<file path="config.mk">
export PLATFORM = sky130hd
export DESIGN_NAME = log_pages
export DESIGN_NICKNAME = d
export VERILOG_FILES = /design/src/inc/log_pages_pkg.sv /design/src/rtl/log_pages.sv
export SDC_FILE = /design/constraint.sdc
export NUM_CORES = 1
export LEC_CHECK = 0
export ABC_AREA = 1
export BUFFER_PORTS_ARGS = -buffer_cell sky130_fd_sc_hd__buf_2
export CAP_MARGIN = 20
export CORE_MARGIN = 2
export CORE_UTILIZATION = 57
export CTS_CLUSTER_SIZE = 10
export DETAILED_ROUTE_END_ITERATION = 8
export GPL_TIMING_DRIVEN = 0
export HOLD_SLACK_MARGIN = 0.08
export PLACE_DENSITY = 0.83
export SYNTH_ARGS = -nofsm -noshare
export SYNTH_HDL_FRONTEND = slang
export SYNTH_SLANG_ARGS = --single-unit
</file>
<file path="constraint.sdc">
create_clock -name ref_clk_i -period 2.1 [get_ports ref_clk_i]
set_clock_uncertainty 0.05 [all_clocks]
set_input_delay 0.21 -clock ref_clk_i [delete_from_list [all_inputs] [get_ports ref_clk_i]]
set_output_delay 0.21 -clock ref_clk_i [all_outputs]
set_load 0.02 [all_outputs]
</file>
<file path="src/inc/log_pages_pkg.sv">
// Constants, register map and types for the wear and scan log page framer.
package log_pages_pkg;

  // ==========================================================================
  // Register map
  localparam logic [7:0] CTRL_OFS = 8'h00;
  localparam logic [7:0] WEAR_EST_OFS = 8'h04;
  localparam logic [7:0] SCAN_STATE_OFS = 8'h08;
  localparam logic [7:0] SCAN_COUNT_OFS = 8'h0c;
  localparam logic [7:0] SCAN_PROG_OFS = 8'h10;
  localparam logic [7:0] STATUS_OFS = 8'h14;
  localparam int CTRL_SAVE_DIS_BIT = 0;
  localparam int STATUS_BUSY_BIT = 8;

  // ==========================================================================
  // Page layout
  localparam logic [5:0] WEAR_PAGE_CODE = 6'h11;
  localparam logic [5:0] SCAN_PAGE_CODE = 6'h15;
  localparam logic [15:0] WEAR_PARAM_CODE = 16'h0001;
  localparam logic [15:0] SCAN_PARAM_CODE = 16'h0000;
  localparam logic [7:0] WEAR_PARAM_LEN = 8'h04;
  localparam logic [7:0] SCAN_PARAM_LEN = 8'h0c;
  localparam logic [7:0] PARAM_CTRL = 8'h03;
  localparam logic [4:0] WEAR_PAGE_BYTES = 5'h0c;
  localparam logic [4:0] SCAN_PAGE_BYTES = 5'h14;
  localparam logic [15:0] WEAR_PAGE_LEN = 16'h0008;
  localparam logic [15:0] SCAN_ENTRY_COUNT = 16'h0000;
  localparam logic [15:0] SCAN_PAGE_LEN =
    16'h0013 + 16'h0018 * SCAN_ENTRY_COUNT - 16'h0003;

  // ==========================================================================
  // Values
  localparam logic [7:0] WEAR_RESET = 8'h00;
  localparam logic [15:0] WEAR_SAT_LIMIT = 16'h00fe;
  localparam logic [7:0] WEAR_SAT_VALUE = 8'hff;
  localparam logic [7:0] SCAN_IDLE = 8'h00;
  localparam logic [7:0] SCAN_MEDIUM = 8'h01;
  localparam logic [7:0] SCAN_PRESCAN = 8'h02;
  localparam logic [7:0] SCAN_HALT_FMT = 8'h05;
  localparam logic [7:0] SCAN_HALT_VENDOR = 8'h06;
  localparam logic [7:0] SCAN_HALT_TEMP = 8'h07;
  localparam logic [7:0] SCAN_SUSPENDED = 8'h08;

  // ==========================================================================
  // Types
  typedef enum logic [1:0] {
    ST_IDLE = 2'b00,
    ST_SEND = 2'b01
  } frame_state_t;

  typedef enum logic {
    PAGE_WEAR = 1'b0,
    PAGE_SCAN = 1'b1
  } page_sel_t;

  typedef struct packed {
    logic [7:0] data;
    logic last;
  } log_byte_t;

  typedef struct packed {
    logic [31:0] minutes;
    logic [7:0] status;
    logic [15:0] count;
    logic [15:0] progress;
  } scan_snap_t;

endpackage : log_pages_pkg

</file>
<file path="src/rtl/log_pages.sv">
// Wear and background scan log page framer with APB control registers.
// Functional notes
// - wear header: save-disable, page 11h, length
// - wear page always carries one parameter
// - only parameter code 0001h is sent
// - endurance control byte format-linking is 11b
// - length 04h, three reserved, then percentage
// - endurance value starts at zero
// - estimates above 254 report as 255
// - endurance refreshed at least hourly
// - scan page code 15h, length 19+24N-3
// - status parameter bytes 4-19, entries 24 bytes
// - status parameter code, control, length, fields
// - power-on minutes sampled at request
// - status 00h idle, 01h scan, 02h prescan
// - halt codes 05h-07h, 08h suspended, others refused
// - progress over 65536, lifetime scan count
//
// Local design decisions: the APB slave port and the register offsets.
`timescale 1ns/10ps
module log_pages (
  input wire logic ref_clk_i,
  input wire logic reset_n_i,
  input wire logic ce_i,
  input wire logic psel_i,
  input wire logic penable_i,
  input wire logic pwrite_i,
  input wire logic [7:0] paddr_i,
  input wire logic [31:0] pwdata_i,
  output logic [31:0] prdata_o,
  output logic pready_o,
  output logic pslverr_o,
  input wire logic [31:0] power_on_minutes_i,
  input wire logic hour_tick_i,
  input wire logic req_valid_i,
  input wire log_pages_pkg::page_sel_t req_page_i,
  output logic req_ready_o,
  output log_pages_pkg::log_byte_t log_byte_o,
  output logic log_valid_o,
  input wire logic log_ready_i
);
  import log_pages_pkg::*;

  // ==========================================================================
  // Helpers
  function automatic logic [7:0] saturate(input logic [15:0] est);
    saturate = (est > WEAR_SAT_LIMIT) ? WEAR_SAT_VALUE : est[7:0];
  endfunction : saturate

  function automatic logic legal_status(input logic [7:0] s);
    legal_status = (s <= SCAN_PRESCAN) ||
      ((s >= SCAN_HALT_FMT) && (s <= SCAN_SUSPENDED));
  endfunction : legal_status

  // Byte at offset idx of the selected page, sent in ascending offset order.
  function automatic logic [7:0] page_byte(input page_sel_t pg,
                                           input logic [4:0] idx,
                                           input logic ds,
                                           input logic [7:0] wear,
                                           input scan_snap_t sn);
    page_byte = 8'h00;
    if (pg == PAGE_WEAR) begin
      unique case (idx)
        5'h00: page_byte = {ds, 1'b0, WEAR_PAGE_CODE};
        5'h02: page_byte = WEAR_PAGE_LEN[15:8];
        5'h03: page_byte = WEAR_PAGE_LEN[7:0];
        5'h04: page_byte = WEAR_PARAM_CODE[15:8];
        5'h05: page_byte = WEAR_PARAM_CODE[7:0];
        5'h06: page_byte = PARAM_CTRL;
        5'h07: page_byte = WEAR_PARAM_LEN;
        5'h0b: page_byte = wear;
        default: page_byte = 8'h00;
      endcase
    end else begin
      unique case (idx)
        5'h00: page_byte = {2'b00, SCAN_PAGE_CODE};
        5'h02: page_byte = SCAN_PAGE_LEN[15:8];
        5'h03: page_byte = SCAN_PAGE_LEN[7:0];
        5'h04: page_byte = SCAN_PARAM_CODE[15:8];
        5'h05: page_byte = SCAN_PARAM_CODE[7:0];
        5'h06: page_byte = PARAM_CTRL;
        5'h07: page_byte = SCAN_PARAM_LEN;
        5'h08: page_byte = sn.minutes[31:24];
        5'h09: page_byte = sn.minutes[23:16];
        5'h0a: page_byte = sn.minutes[15:8];
        5'h0b: page_byte = sn.minutes[7:0];
        5'h0d: page_byte = sn.status;
        5'h0e: page_byte = sn.count[15:8];
        5'h0f: page_byte = sn.count[7:0];
        5'h10: page_byte = sn.progress[15:8];
        5'h11: page_byte = sn.progress[7:0];
        default: page_byte = 8'h00;
      endcase
    end
  endfunction : page_byte

  // ==========================================================================
  // State
  typedef struct packed {
    frame_state_t st;
    page_sel_t page;
    logic [4:0] idx;
    logic [4:0] bytes;
    log_byte_t out;
    logic valid;
    scan_snap_t snap;
    logic save_dis;
    logic [15:0] est;
    logic [7:0] wear;
    logic [7:0] scan_status;
    logic [15:0] scan_count;
    logic [15:0] scan_prog;
  } state_t;

  state_t state_reg;
  state_t state_next;
  logic wr_en;
  logic rd_en;
  logic addr_ok;
  logic accept;
  logic advance;
  logic [4:0] idx_next;
  scan_snap_t live_snap;

  assign wr_en = psel_i && penable_i && pwrite_i;
  assign rd_en = psel_i && penable_i && !pwrite_i;
  assign addr_ok = (paddr_i <= STATUS_OFS) && (paddr_i[1:0] == 2'b00);
  assign accept = (state_reg.st == ST_IDLE) && req_valid_i;
  assign advance = (state_reg.st == ST_SEND) && log_ready_i;
  assign idx_next = state_reg.idx + 5'h01;
  assign live_snap = '{minutes: power_on_minutes_i,
                       status: state_reg.scan_status,
                       count: state_reg.scan_count,
                       progress: state_reg.scan_prog};

  // ==========================================================================
  // APB slave: zero wait states, unmapped or refused writes flag pslverr.
  assign pready_o = 1'b1;

  always_comb begin
    prdata_o = 32'h0000_0000;
    if (rd_en) begin
      unique case (paddr_i)
        CTRL_OFS: prdata_o = {31'h0, state_reg.save_dis};
        WEAR_EST_OFS: prdata_o = {16'h0000, state_reg.est};
        SCAN_STATE_OFS: prdata_o = {24'h000000, state_reg.scan_status};
        SCAN_COUNT_OFS: prdata_o = {16'h0000, state_reg.scan_count};
        SCAN_PROG_OFS: prdata_o = {16'h0000, state_reg.scan_prog};
        STATUS_OFS: prdata_o = {23'h0, state_reg.st == ST_SEND,
                                state_reg.wear};
        default: prdata_o = 32'h0000_0000;
      endcase
    end
  end

  assign pslverr_o = psel_i && penable_i && (!addr_ok ||
    (pwrite_i && paddr_i == SCAN_STATE_OFS && !legal_status(pwdata_i[7:0]))
    || (pwrite_i && paddr_i == STATUS_OFS));

  // ==========================================================================
  // Next state
  always_comb begin
    state_next = state_reg;
    if (wr_en) begin
      unique case (paddr_i)
        CTRL_OFS: state_next.save_dis = pwdata_i[CTRL_SAVE_DIS_BIT];
        WEAR_EST_OFS: state_next.est = pwdata_i[15:0];
        SCAN_STATE_OFS: begin
          if (legal_status(pwdata_i[7:0])) begin
            state_next.scan_status = pwdata_i[7:0];
          end
        end
        SCAN_COUNT_OFS: state_next.scan_count = pwdata_i[15:0];
        SCAN_PROG_OFS: state_next.scan_prog = pwdata_i[15:0];
        default: state_next.est = state_reg.est;
      endcase
    end
    // The reported value lags the estimate by at most one hour tick.
    if (hour_tick_i) begin
      state_next.wear = saturate(state_reg.est);
    end
    unique case (state_reg.st)
      ST_IDLE: begin
        if (req_valid_i) begin
          state_next.st = ST_SEND;
          state_next.page = req_page_i;
          state_next.idx = 5'h00;
          state_next.bytes = (req_page_i == PAGE_WEAR) ?
            WEAR_PAGE_BYTES : SCAN_PAGE_BYTES;
          state_next.snap = live_snap;
          state_next.out.data = page_byte(req_page_i, 5'h00,
            state_reg.save_dis, state_reg.wear, live_snap);
          state_next.out.last = 1'b0;
          state_next.valid = 1'b1;
        end
      end
      ST_SEND: begin
        if (log_ready_i) begin
          if (state_reg.out.last) begin
            state_next.st = ST_IDLE;
            state_next.valid = 1'b0;
          end else begin
            state_next.idx = idx_next;
            state_next.out.data = page_byte(state_reg.page, idx_next,
              state_reg.save_dis, state_reg.wear, state_reg.snap);
            state_next.out.last = (idx_next == state_reg.bytes - 5'h01);
          end
        end
      end
      default: state_next.st = ST_IDLE;
    endcase
  end

  always_ff @(posedge ref_clk_i or negedge reset_n_i) begin
    if (!reset_n_i) begin
      state_reg <= '0;
      state_reg.wear <= WEAR_RESET;
      state_reg.scan_status <= SCAN_IDLE;
    end else if (ce_i) begin
      state_reg <= state_next;
    end
  end

  assign req_ready_o = (state_reg.st == ST_IDLE);
  assign log_byte_o = state_reg.out;
  assign log_valid_o = state_reg.valid;
endmodule : log_pages

</file>
==> run summary, run 1 <==
status = finished with violations
failing checks = setup timing
full die area = 0.0150 mm^2
worst hold path class = primary input to register
Critical Path Source = paddr_i[6]
TritonRoute pass-1 iters = 8
Tcrit/Tclk final = 102%
Cells after Synth = 1020
Boundary Pins = 127
commonest non-fill, non-tap cells in the layout = nand2_1, dfrtp_1, inv_1
Die Wd = 123 um
YS warnings = 0
final hold vios = 0
Post-Syn Area = 0.00801 mm^2
CP Class = primary input to output port
total CTS buffers = 17
CP arrival = 1.87 ns
Top FF cell, synth = dfrtp_1
setup ws final = -0.0344 ns
area post-placement = 0.00879 mm^2
routed wire length = 25.6 mm
post-route cell area = 0.0106 mm^2
Starting Density = 57.9%
number of cells on the worst reg-to-reg path = 12
startpoint class of the critical path = primary input
GPL Wtd Cong = 0.998
# setup viols final = 7
Netlist cell types = 47
post-route antenna net violation count = 0
Clk pin slew, worst setup/hold paths = 0.06 ns
largest net degree at the start of global routing = 90
CTS tree = done
CP delay by family, top = simple AND/OR/NAND/NOR gates
vias post-DR = 7931
PortBufs = 93
CP required = 1.84 ns
post-synthesis average cell area = 7.85 um^2
commonest non-fill, non-tap cell in the layout = nand2_1
RSZ-0062 raised after global routing = yes
number of H-tree levels = 4
reg2reg setup slack = 0.01 ns
Final nets = 1311
peak supply drop = 0.653 mV
P per Cell Area = 1010 mW/mm^2
worst-skew pair later-pin latency = 0.44 ns
ant diodes = 0
clock buffer depth = 2
worst slew pin tran = 0.654 ns
Worst slew margin = 56.4%
total global routing overflow = 0
Tot GR Track Use = 34.4%
critical path depth = 11
Worst R2R Start = state_reg[153]$_DFFE_PN0P_
largest fanout on the critical path = 7
dpl cells = 1309
Vias/cell = 5.61
Pwr Total = 10.7 mW
max-slew violations = 0
Die Y = 123 um
Post-synth EDFFs = 0
row count = 43
Cell Chain, Critical Path = buf_6 -> or2_4 -> nor2_4 -> inv_2 -> nor2_4 -> nand2_4 -> o211ai_4 -> nand3_4 -> buf_8 -> a31oi_4 -> buf_6
initial antenna violation count = 0
f_max = 469 MHz
area delta synth->final = 31.9%
sinks on the clock net = 156
Synth top area share = 48.7%
buffers and inverters on the worst path = 4
layout cells sized above 1 = 24.0%
# Max-Cap Violations = 0
Post-DP HPWL = 17.1 mm
master of the slowest instance on the critical path = or2_4
wire per inst = 18.1 um
min Tclk post-route = 2.13 ns
CTS Root Cell = clkbuf_16
Core Area = 0.0138 mm^2
reg2reg end = log_byte_o[6]$_DFFE_PN0P_
Pleak = 5.18 nW
slowest cell delay on critical path = 0.25 ns
number of global-route vias before repair = 7356
max reg flops = 106
asr flop ratio synth = 100%
global-route wire length before repair = 38.2 mm
Synth Register Bits = 156
Layout Cells excl Fill = 1414
proportion of synthesized chip area in sequential cells = 48.7%
Synth area leaders = dfrtp_1, nand2_1, o21ai_0
DR iter-0 viols = 1024
drt drc = 0
Crit. End Element = output port
Yosys top cell by area = dfrtp_1
end of the critical path = prdata_o[6]
per-layer routing:
layer | track usage [%] | share of wire (%) | vias up
li1 | - | - | 3606
met2 | 54.8 | 49 | 470
met4 | 18.8 | 5.8 | 0
met3 | 7.39 | 8.5 | 113
met5 | 0 | 0 | -
met1 | 43.9 | 37 | 3742
worst min-delay path by stage:
stage / startpoint / to / slack, ns / cells after the start
after detailed placement: reset_n_i / live_snap[9]$_DFFE_PN0P_ / 0.21 / 1
after global placement: power_on_minutes_i[8] / state_reg[113]$_DFFE_PN0P_ / 0.36 / 3
after floorplan: reset_n_i / live_snap[0]$_DFFE_PN0P_ / -0.14 / 0
final: pwdata_i[3] / live_snap[3]$_DFFE_PN0P_ / 0.09 / 3
after CTS: pwdata_i[3] / live_snap[3]$_DFFE_PN0P_ / 0.08 / 3
after global routing: pwdata_i[3] / live_snap[3]$_DFFE_PN0P_ / 0.11 / 3
cell type report:
class                      count  area (um^2)
fill                         944         3260
sequential                   156         3910
buffer                        58          383
clock inverter                 8          131
clock buffer                  22          484
multi-input combinational    707         3680
inverter                     114          443
timing repair buffer         169         1310
tap                          180          225
logic make-up (layout without fill, tap and decap cells):
kind of cell    Yosys count  in the layout  synth area share [%]
compound gates          164            164                  11.2
xor+xnor                  3              3                 0.328
fa+ha+maj                 6              6                 0.937
buf+inv                 172            371                  10.0
flops                   156            156                  48.7
other cells               2             17                0.0938
simple gates            517            517                  28.7
what timing repair did:
action,CTS,global route
hold buffers,50,0
gates cloned,0,1
endpoints found under the hold margin,139,0
gates resized for setup,33,81
buffers inserted,2,22
setup endpoints to repair,40,26
pin swaps,3,27
tightest hold or removal path, stage by stage:
cell,delay [ns]
buf_2,0.07
inv_1,0.08
o21ai_0,0.17
metrics by stage:
stage | setup WS [ns] | hold WS, ns | util, % | TNS [ns]
final | -0.0344 | 0.0879 | 76.4 | -0.138
after global routing | -0.147 | 0.110 | 76.4 | -1.45
after CTS | -0.0144 | 0.0835 | 72.7 | -0.0272
after detailed placement | -0.268 | 0.205 | 63.6 | -2.68
after global placement | -1.50 | 0.362 | 63.3 | -233.71
after floorplan | 0.246 | -0.136 | - | 0
where the power goes:
group | switching [mW] | total, mW | leakage [nW] | internal [mW]
clock network | 1.24 | 3.23 | 0.295 | 1.99
registers | 0.363 | 3.94 | 2.02 | 3.58
logic | 2.23 | 3.52 | 2.87 | 1.29
cells in the mapped netlist, types with 5 or more instances:
master and n:
a21oi_1 18, a221oi_1 5, a31oi_1 14, buf_2 8, buf_4 28, clkbuf_1 17, dfrtp_1 156, ha_1 6
inv_1 102, inv_2 7, nand2_1 340, nand2_2 15, nand2_4 5, nand3_1 37, nand3_2 5, nand4_1 11
nor2_1 68, nor2_2 9, nor2_4 10, nor3_1 6, o21ai_0 91, o21ai_1 20, o22ai_1 8
(Power assumes the default switching activity.)
==> inputs of run 2 (changes only) <==
--- a/config.mk
+++ b/config.mk
@@ -12,7 +12,6 @@
 export CORE_UTILIZATION = 57
 export CTS_CLUSTER_SIZE = 10
 export DETAILED_ROUTE_END_ITERATION = 8
-export GPL_TIMING_DRIVEN = 0
 export HOLD_SLACK_MARGIN = 0.08
 export PLACE_DENSITY = 0.83
 export SYNTH_ARGS = -nofsm -noshare
==> run summary, run 2 (same netlist as run 1, synthesis figures left out) <==
area post-placement = 0.00869 mm^2
routed wire length = 23.7 mm
total CTS buffers = 17
max-slew violations = 0
Tcrit/Tclk final = 101%
Vias/cell = 5.47
combinational share of power = 31.5%
number of global-route vias before repair = 7107
startpoint class of the critical path = primary input
area of the multi-input gates = 0.00365 mm^2
status = finished with violations
setup ws final = -0.0168 ns
Core Area = 0.0138 mm^2
Crit. End Element = output port
# Max-Cap Violations = 0
CP required = 1.84 ns
Starting Density = 57.9%
largest net degree at the start of global routing = 80
Clk pin slew, worst setup/hold paths = 0.07 ns
# setup viols final = 1
clock buffer depth = 2
Flop pwr share = 38.5%
total global routing overflow = 0
f_max = 472 MHz
switching part of the total = 37.0%
Pleak = 5.03 nW
worst hold path class = primary input to register
min Tclk post-route = 2.12 ns
wire per inst = 17.2 um
full die area = 0.0150 mm^2
initial antenna violation count = 0
max reg flops = 106
commonest non-fill, non-tap cell in the layout = nand2_1
Int Pwr = 6.50 mW
post-route antenna net violation count = 0
CP Class = primary input to output port
Worst Hold Slack = 0.0896 ns
worst slew pin tran = 0.547 ns
number of H-tree levels = 4
row count = 43
Post-DP HPWL = 15.4 mm
clock network fraction of total power = 30.0%
sw power = 3.82 mW
global-route wire length before repair = 35.7 mm
P per Cell Area = 1010 mW/mm^2
Die Wd = 123 um
drt drc = 0
area delta synth->final = 27.8%
Worst slew margin = 63.4%
final-layout fill cell count = 960
worst-skew pair later-pin latency = 0.44 ns
Die Y = 123 um
Tot GR Track Use = 31.5%
peak supply drop = 0.588 mV
failing checks = setup timing
final hold vios = 0
vias post-DR = 7510
Final nets = 1269
largest fanout on the critical path = 7
RSZ-0062 raised after global routing = yes
layout cells sized above 1 = 22.9%
GPL Wtd Cong = 0.947
Boundary Pins = 127
Reg area = 0.00391 mm^2
CTS Root Cell = clkbuf_16
PortBufs = 93
commonest non-fill, non-tap cells in the layout = nand2_1, dfrtp_1, inv_1
TritonRoute pass-1 iters = 8
ant diodes = 0
post-route cell area = 0.0102 mm^2
sinks on the clock net = 156
CTS tree = done
CP arrival = 1.86 ns
DR iter-0 viols = 852
==> run 2: cell count changes in the layout (fill, tap and decap cells not counted), sizes merged, moves of 4 or more <==
cell	change
buf	-19
clkbuf	-24
clkinv	+6
dlygate4sd3	-4
==> run 2: worst paths after layout <==
path                                        endpoint  slack (ns)  cells after the start                  startpoint
max                                      prdata_o[6]       -0.02                     11                  paddr_i[6]
min                        live_snap[35]$_DFFE_PN0P_        0.09                      3                 pwdata_i[3]
max reg2reg                log_byte_o[4]$_DFFE_PN0P_        0.12                     14  state_reg[152]$_DFFE_PN0P_
min reg2reg                log_byte_o[2]$_DFFE_PN0P_        0.42                      2   log_byte_o[2]$_DFFE_PN0P_
max in group asynchronous  log_byte_o[1]$_DFFE_PN0P_        1.09                      3                   reset_n_i
min in group asynchronous  state_reg[63]$_DFFE_PN0P_        0.24                      2                   reset_n_i
==> run 2: critical path: stages <==
cell and delay (ns):
buf_6 0.09, or2_4 0.25, nor2_4 0.15, inv_2 0.06, nor2_4 0.16, nand2_4 0.10
o211ai_4 0.10, nand3_4 0.19, buf_4 0.20, a31oi_4 0.19, buf_6 0.15
==> run 2: final cells by class <==
class / count / area share [%]
multi-input cells: 707 / 35.6
repair buffers: 185 / 14.0
clock buffers: 17 / 4.15
well taps: 180 / 2.20
clock inverters: 15 / 1.60
flip-flops and latches: 156 / 38.1
inverters: 114 / 4.31
==> run 2: repair_timing <==
action | in CTS | in global routing
gates resized for setup | 8 | 85
endpoints found under the setup margin | 19 | 24
hold buffers | 46 | 0
pin swaps | 1 | 17
endpoints found under the hold margin | 109 | 0
setup buffers | 1 | 16
==> run 2: per-layer routing <==
layer	global-route usage [%]	vias up	part of all wire [%]
li1	-	3535	-
met1	40.5	3545	40
met2	50.8	350	48
met3	6.78	80	6.5
met4	15.1	0	4.9
met5	0	-	0
==> run 2: stage by stage <==
| stage | TNS (ns) | worst slack (ns) | instances | power, mW | utilization (%) |
|---|---|---|---|---|---|
| 2_1_floorplan | 0 | 0.246 | 1035 | 6.00 | - |
| 3_3_place_gp | -0.0175 | -0.0173 | 1279 | 6.77 | 62.9 |
| 3_5_place_dp | -0.145 | -0.0572 | 1279 | 6.85 | 62.9 |
| 4_1_cts | 0 | 0.000285 | 1358 | 9.98 | 70.7 |
| 5_1_grt | -0.422 | -0.0935 | 1374 | 10.8 | 74.0 |
| 6_report | -0.0168 | -0.0168 | 1374 | 10.3 | 74.0 |
==> run 2: power groups by stage <==
stage | logic [mW] | registers, mW | clock network [mW]
finish | 3.25 | 3.97 | 3.10
floorplan | 2.13 | 3.87 | 0
global placement | 2.79 | 3.97 | 0
global route | 3.58 | 4.03 | 3.24
detailed placement | 2.87 | 3.98 | 0
CTS | 2.95 | 3.94 | 3.09
==> inputs of run 3 (changes only) <==
--- a/config.mk
+++ b/config.mk
@@ -8,8 +8,10 @@
 export ABC_AREA = 1
 export BUFFER_PORTS_ARGS = -buffer_cell sky130_fd_sc_hd__buf_2
 export CAP_MARGIN = 20
+export CELL_PAD_IN_SITES_DETAIL_PLACEMENT = 1
+export CELL_PAD_IN_SITES_GLOBAL_PLACEMENT = 2
 export CORE_MARGIN = 2
-export CORE_UTILIZATION = 57
+export CORE_UTILIZATION = 33
 export CTS_CLUSTER_SIZE = 10
 export DETAILED_ROUTE_END_ITERATION = 8
 export HOLD_SLACK_MARGIN = 0.08
==> run summary, run 3 (same netlist as run 1, synthesis figures left out) <==
Hold Path Depth = 3
number of H-tree levels = 4
max reg flops = 106
total global routing overflow = 0
TritonRoute pass-1 iters = 5
Pleak = 5.16 nW
# Max-Cap Violations = 0
CP delay by family, top = simple AND/OR/NAND/NOR gates
worst slack, placed = -0.158 ns
reg2reg setup slack = 0.05 ns
startpoint class of the critical path = primary input
RSZ-0062 raised after global routing = yes
status = finished, final reports clean
routed wire length = 26.3 mm
CTS Root Cell = clkbuf_16
drt drc = 0
Cell Chain, Critical Path = buf_2 -> or2_1 -> nor2_2 -> buf_4 -> nand2_4 -> inv_2 -> nand2_4 -> buf_4 -> o21ai_0 -> nor3_2 -> nor3_1 -> buf_2
CP arrival = 1.83 ns
Die Wd = 160 um
Crit. End Element = output port
buffers and inverters on the worst path = 5
CTS tree = done
Clk pin slew, worst setup/hold paths = 0.07 ns
Worst Hold Slack = 0.0988 ns
peak supply drop = 0.502 mV
Core Area = 0.0241 mm^2
Pwr Total = 10.8 mW
f_max = 478 MHz
max-slew violations = 0
row count = 57
total CTS buffers = 17
number of cells on the worst reg-to-reg path = 12
Boundary Pins = 127
setup ws final = 0.00889 ns
sinks on the clock net = 156
PortBufs = 93
slowest cell delay on critical path = 0.25 ns
initial antenna violation count = 0
Worst slew margin = 64.2%
Tot GR Track Use = 20.9%
Final nets = 1290
Starting Density = 33.2%
# setup viols final = 0
largest net degree at the start of global routing = 71
post-route antenna net violation count = 0
worst slew pin tran = 0.534 ns
min Tclk post-route = 2.09 ns
area delta synth->final = 33.0%
CP Class = primary input to output port
DR iter-0 viols = 370
clock buffer depth = 2
ant diodes = 0
commonest non-fill, non-tap cells in the layout = nand2_1, dfrtp_1, inv_1
commonest non-fill, non-tap cell in the layout = nand2_1
Die Y = 160 um
master of the slowest instance on the critical path = o21ai_0
P per Cell Area = 1020 mW/mm^2
Post-DP HPWL = 19.0 mm
number of global-route vias before repair = 7666
worst-skew pair later-pin latency = 0.45 ns
largest fanout on the critical path = 8
Tcrit/Tclk final = 99.6%
global-route wire length before repair = 41.5 mm
GPL Wtd Cong = 0.880
CP required = 1.84 ns
final hold vios = 0
critical path depth = 12
full die area = 0.0255 mm^2
worst hold path class = primary input to register
vias post-DR = 7296
Vias/cell = 4.74
layout cells sized above 1 = 24.7%
wire per inst = 17.1 um
## run 3: worst register-to-register path: stages, from the launching register on
cell and delay [ns]:
dfrtp_1 0.41, ha_4 0.20, nand4_1 0.20, nand2_4 0.19
nor2_4 0.08, nand2_4 0.10, inv_2 0.06, nand2_1 0.06
nand2_1 0.07, nor2_2 0.10, nand4_1 0.20, nand2_1 0.17
nand2_1 0.06
## run 3: path summary, 6_finish.rpt
kind | from | to
max in group asynchronous | reset_n_i | state_reg[51]$_DFFE_PN0P_
max | paddr_i[7] | prdata_o[0]
min | pwdata_i[0] | live_snap[16]$_DFFE_PN0P_
min reg2reg | state_reg[69]$_DFFE_PN0P_ | state_reg[69]$_DFFE_PN0P_
max reg2reg | state_reg[152]$_DFFE_PN0P_ | log_byte_o[6]$_DFFE_PN0P_
min in group asynchronous | reset_n_i | state_reg[119]$_DFFE_PN0P_
## run 3: final cells by class
cell class / count / area, um^2
well taps: 324 / 405
inverters: 114 / 455
multi-input cells: 707 / 3660
fillers: 2922 / 13500
repair buffers: 206 / 1610
clock inverters: 15 / 201
clock buffers: 17 / 425
flip-flops and latches: 156 / 3910
## run 3: stage by stage
step / TNS, ns / utilization (%) / area, um^2 / instances
final: 0 / 44.2 / 10700 / 1539
after global placement: -0.233 / 37.7 / 9100 / 1448
after detailed placement: -0.732 / 37.7 / 9100 / 1448
after floorplan: 0 / - / 8070 / 1035
after global routing: -0.501 / 44.2 / 10700 / 1539
after CTS: 0 / 42.7 / 10300 / 1533
## run 3: what timing repair did
item | CTS | global route
setup buffers | 0 | 6
hold buffers | 53 | 0
endpoints found under the hold margin | 213 | 0
setup endpoints to repair | 17 | 23
gates resized for setup | 16 | 82
pin swaps | 4 | 26
## run 3: power by group
part,total [mW],switching (mW),internal (mW)
Combinational,3.53,2.22,1.31
Clock,3.33,1.42,1.92
Sequential,3.98,0.408,3.57
## run 3: layer usage
metal / global-route usage [%] / part of all wire [%] / vias to the layer above
met5: 0 / 0 / -
met4: 5.00 / 1.4 / 0
met3: 3.87 / 3.1 / 26
met2: 35.2 / 49 / 131
met1: 28.0 / 47 / 3580
li1: - / - / 3559
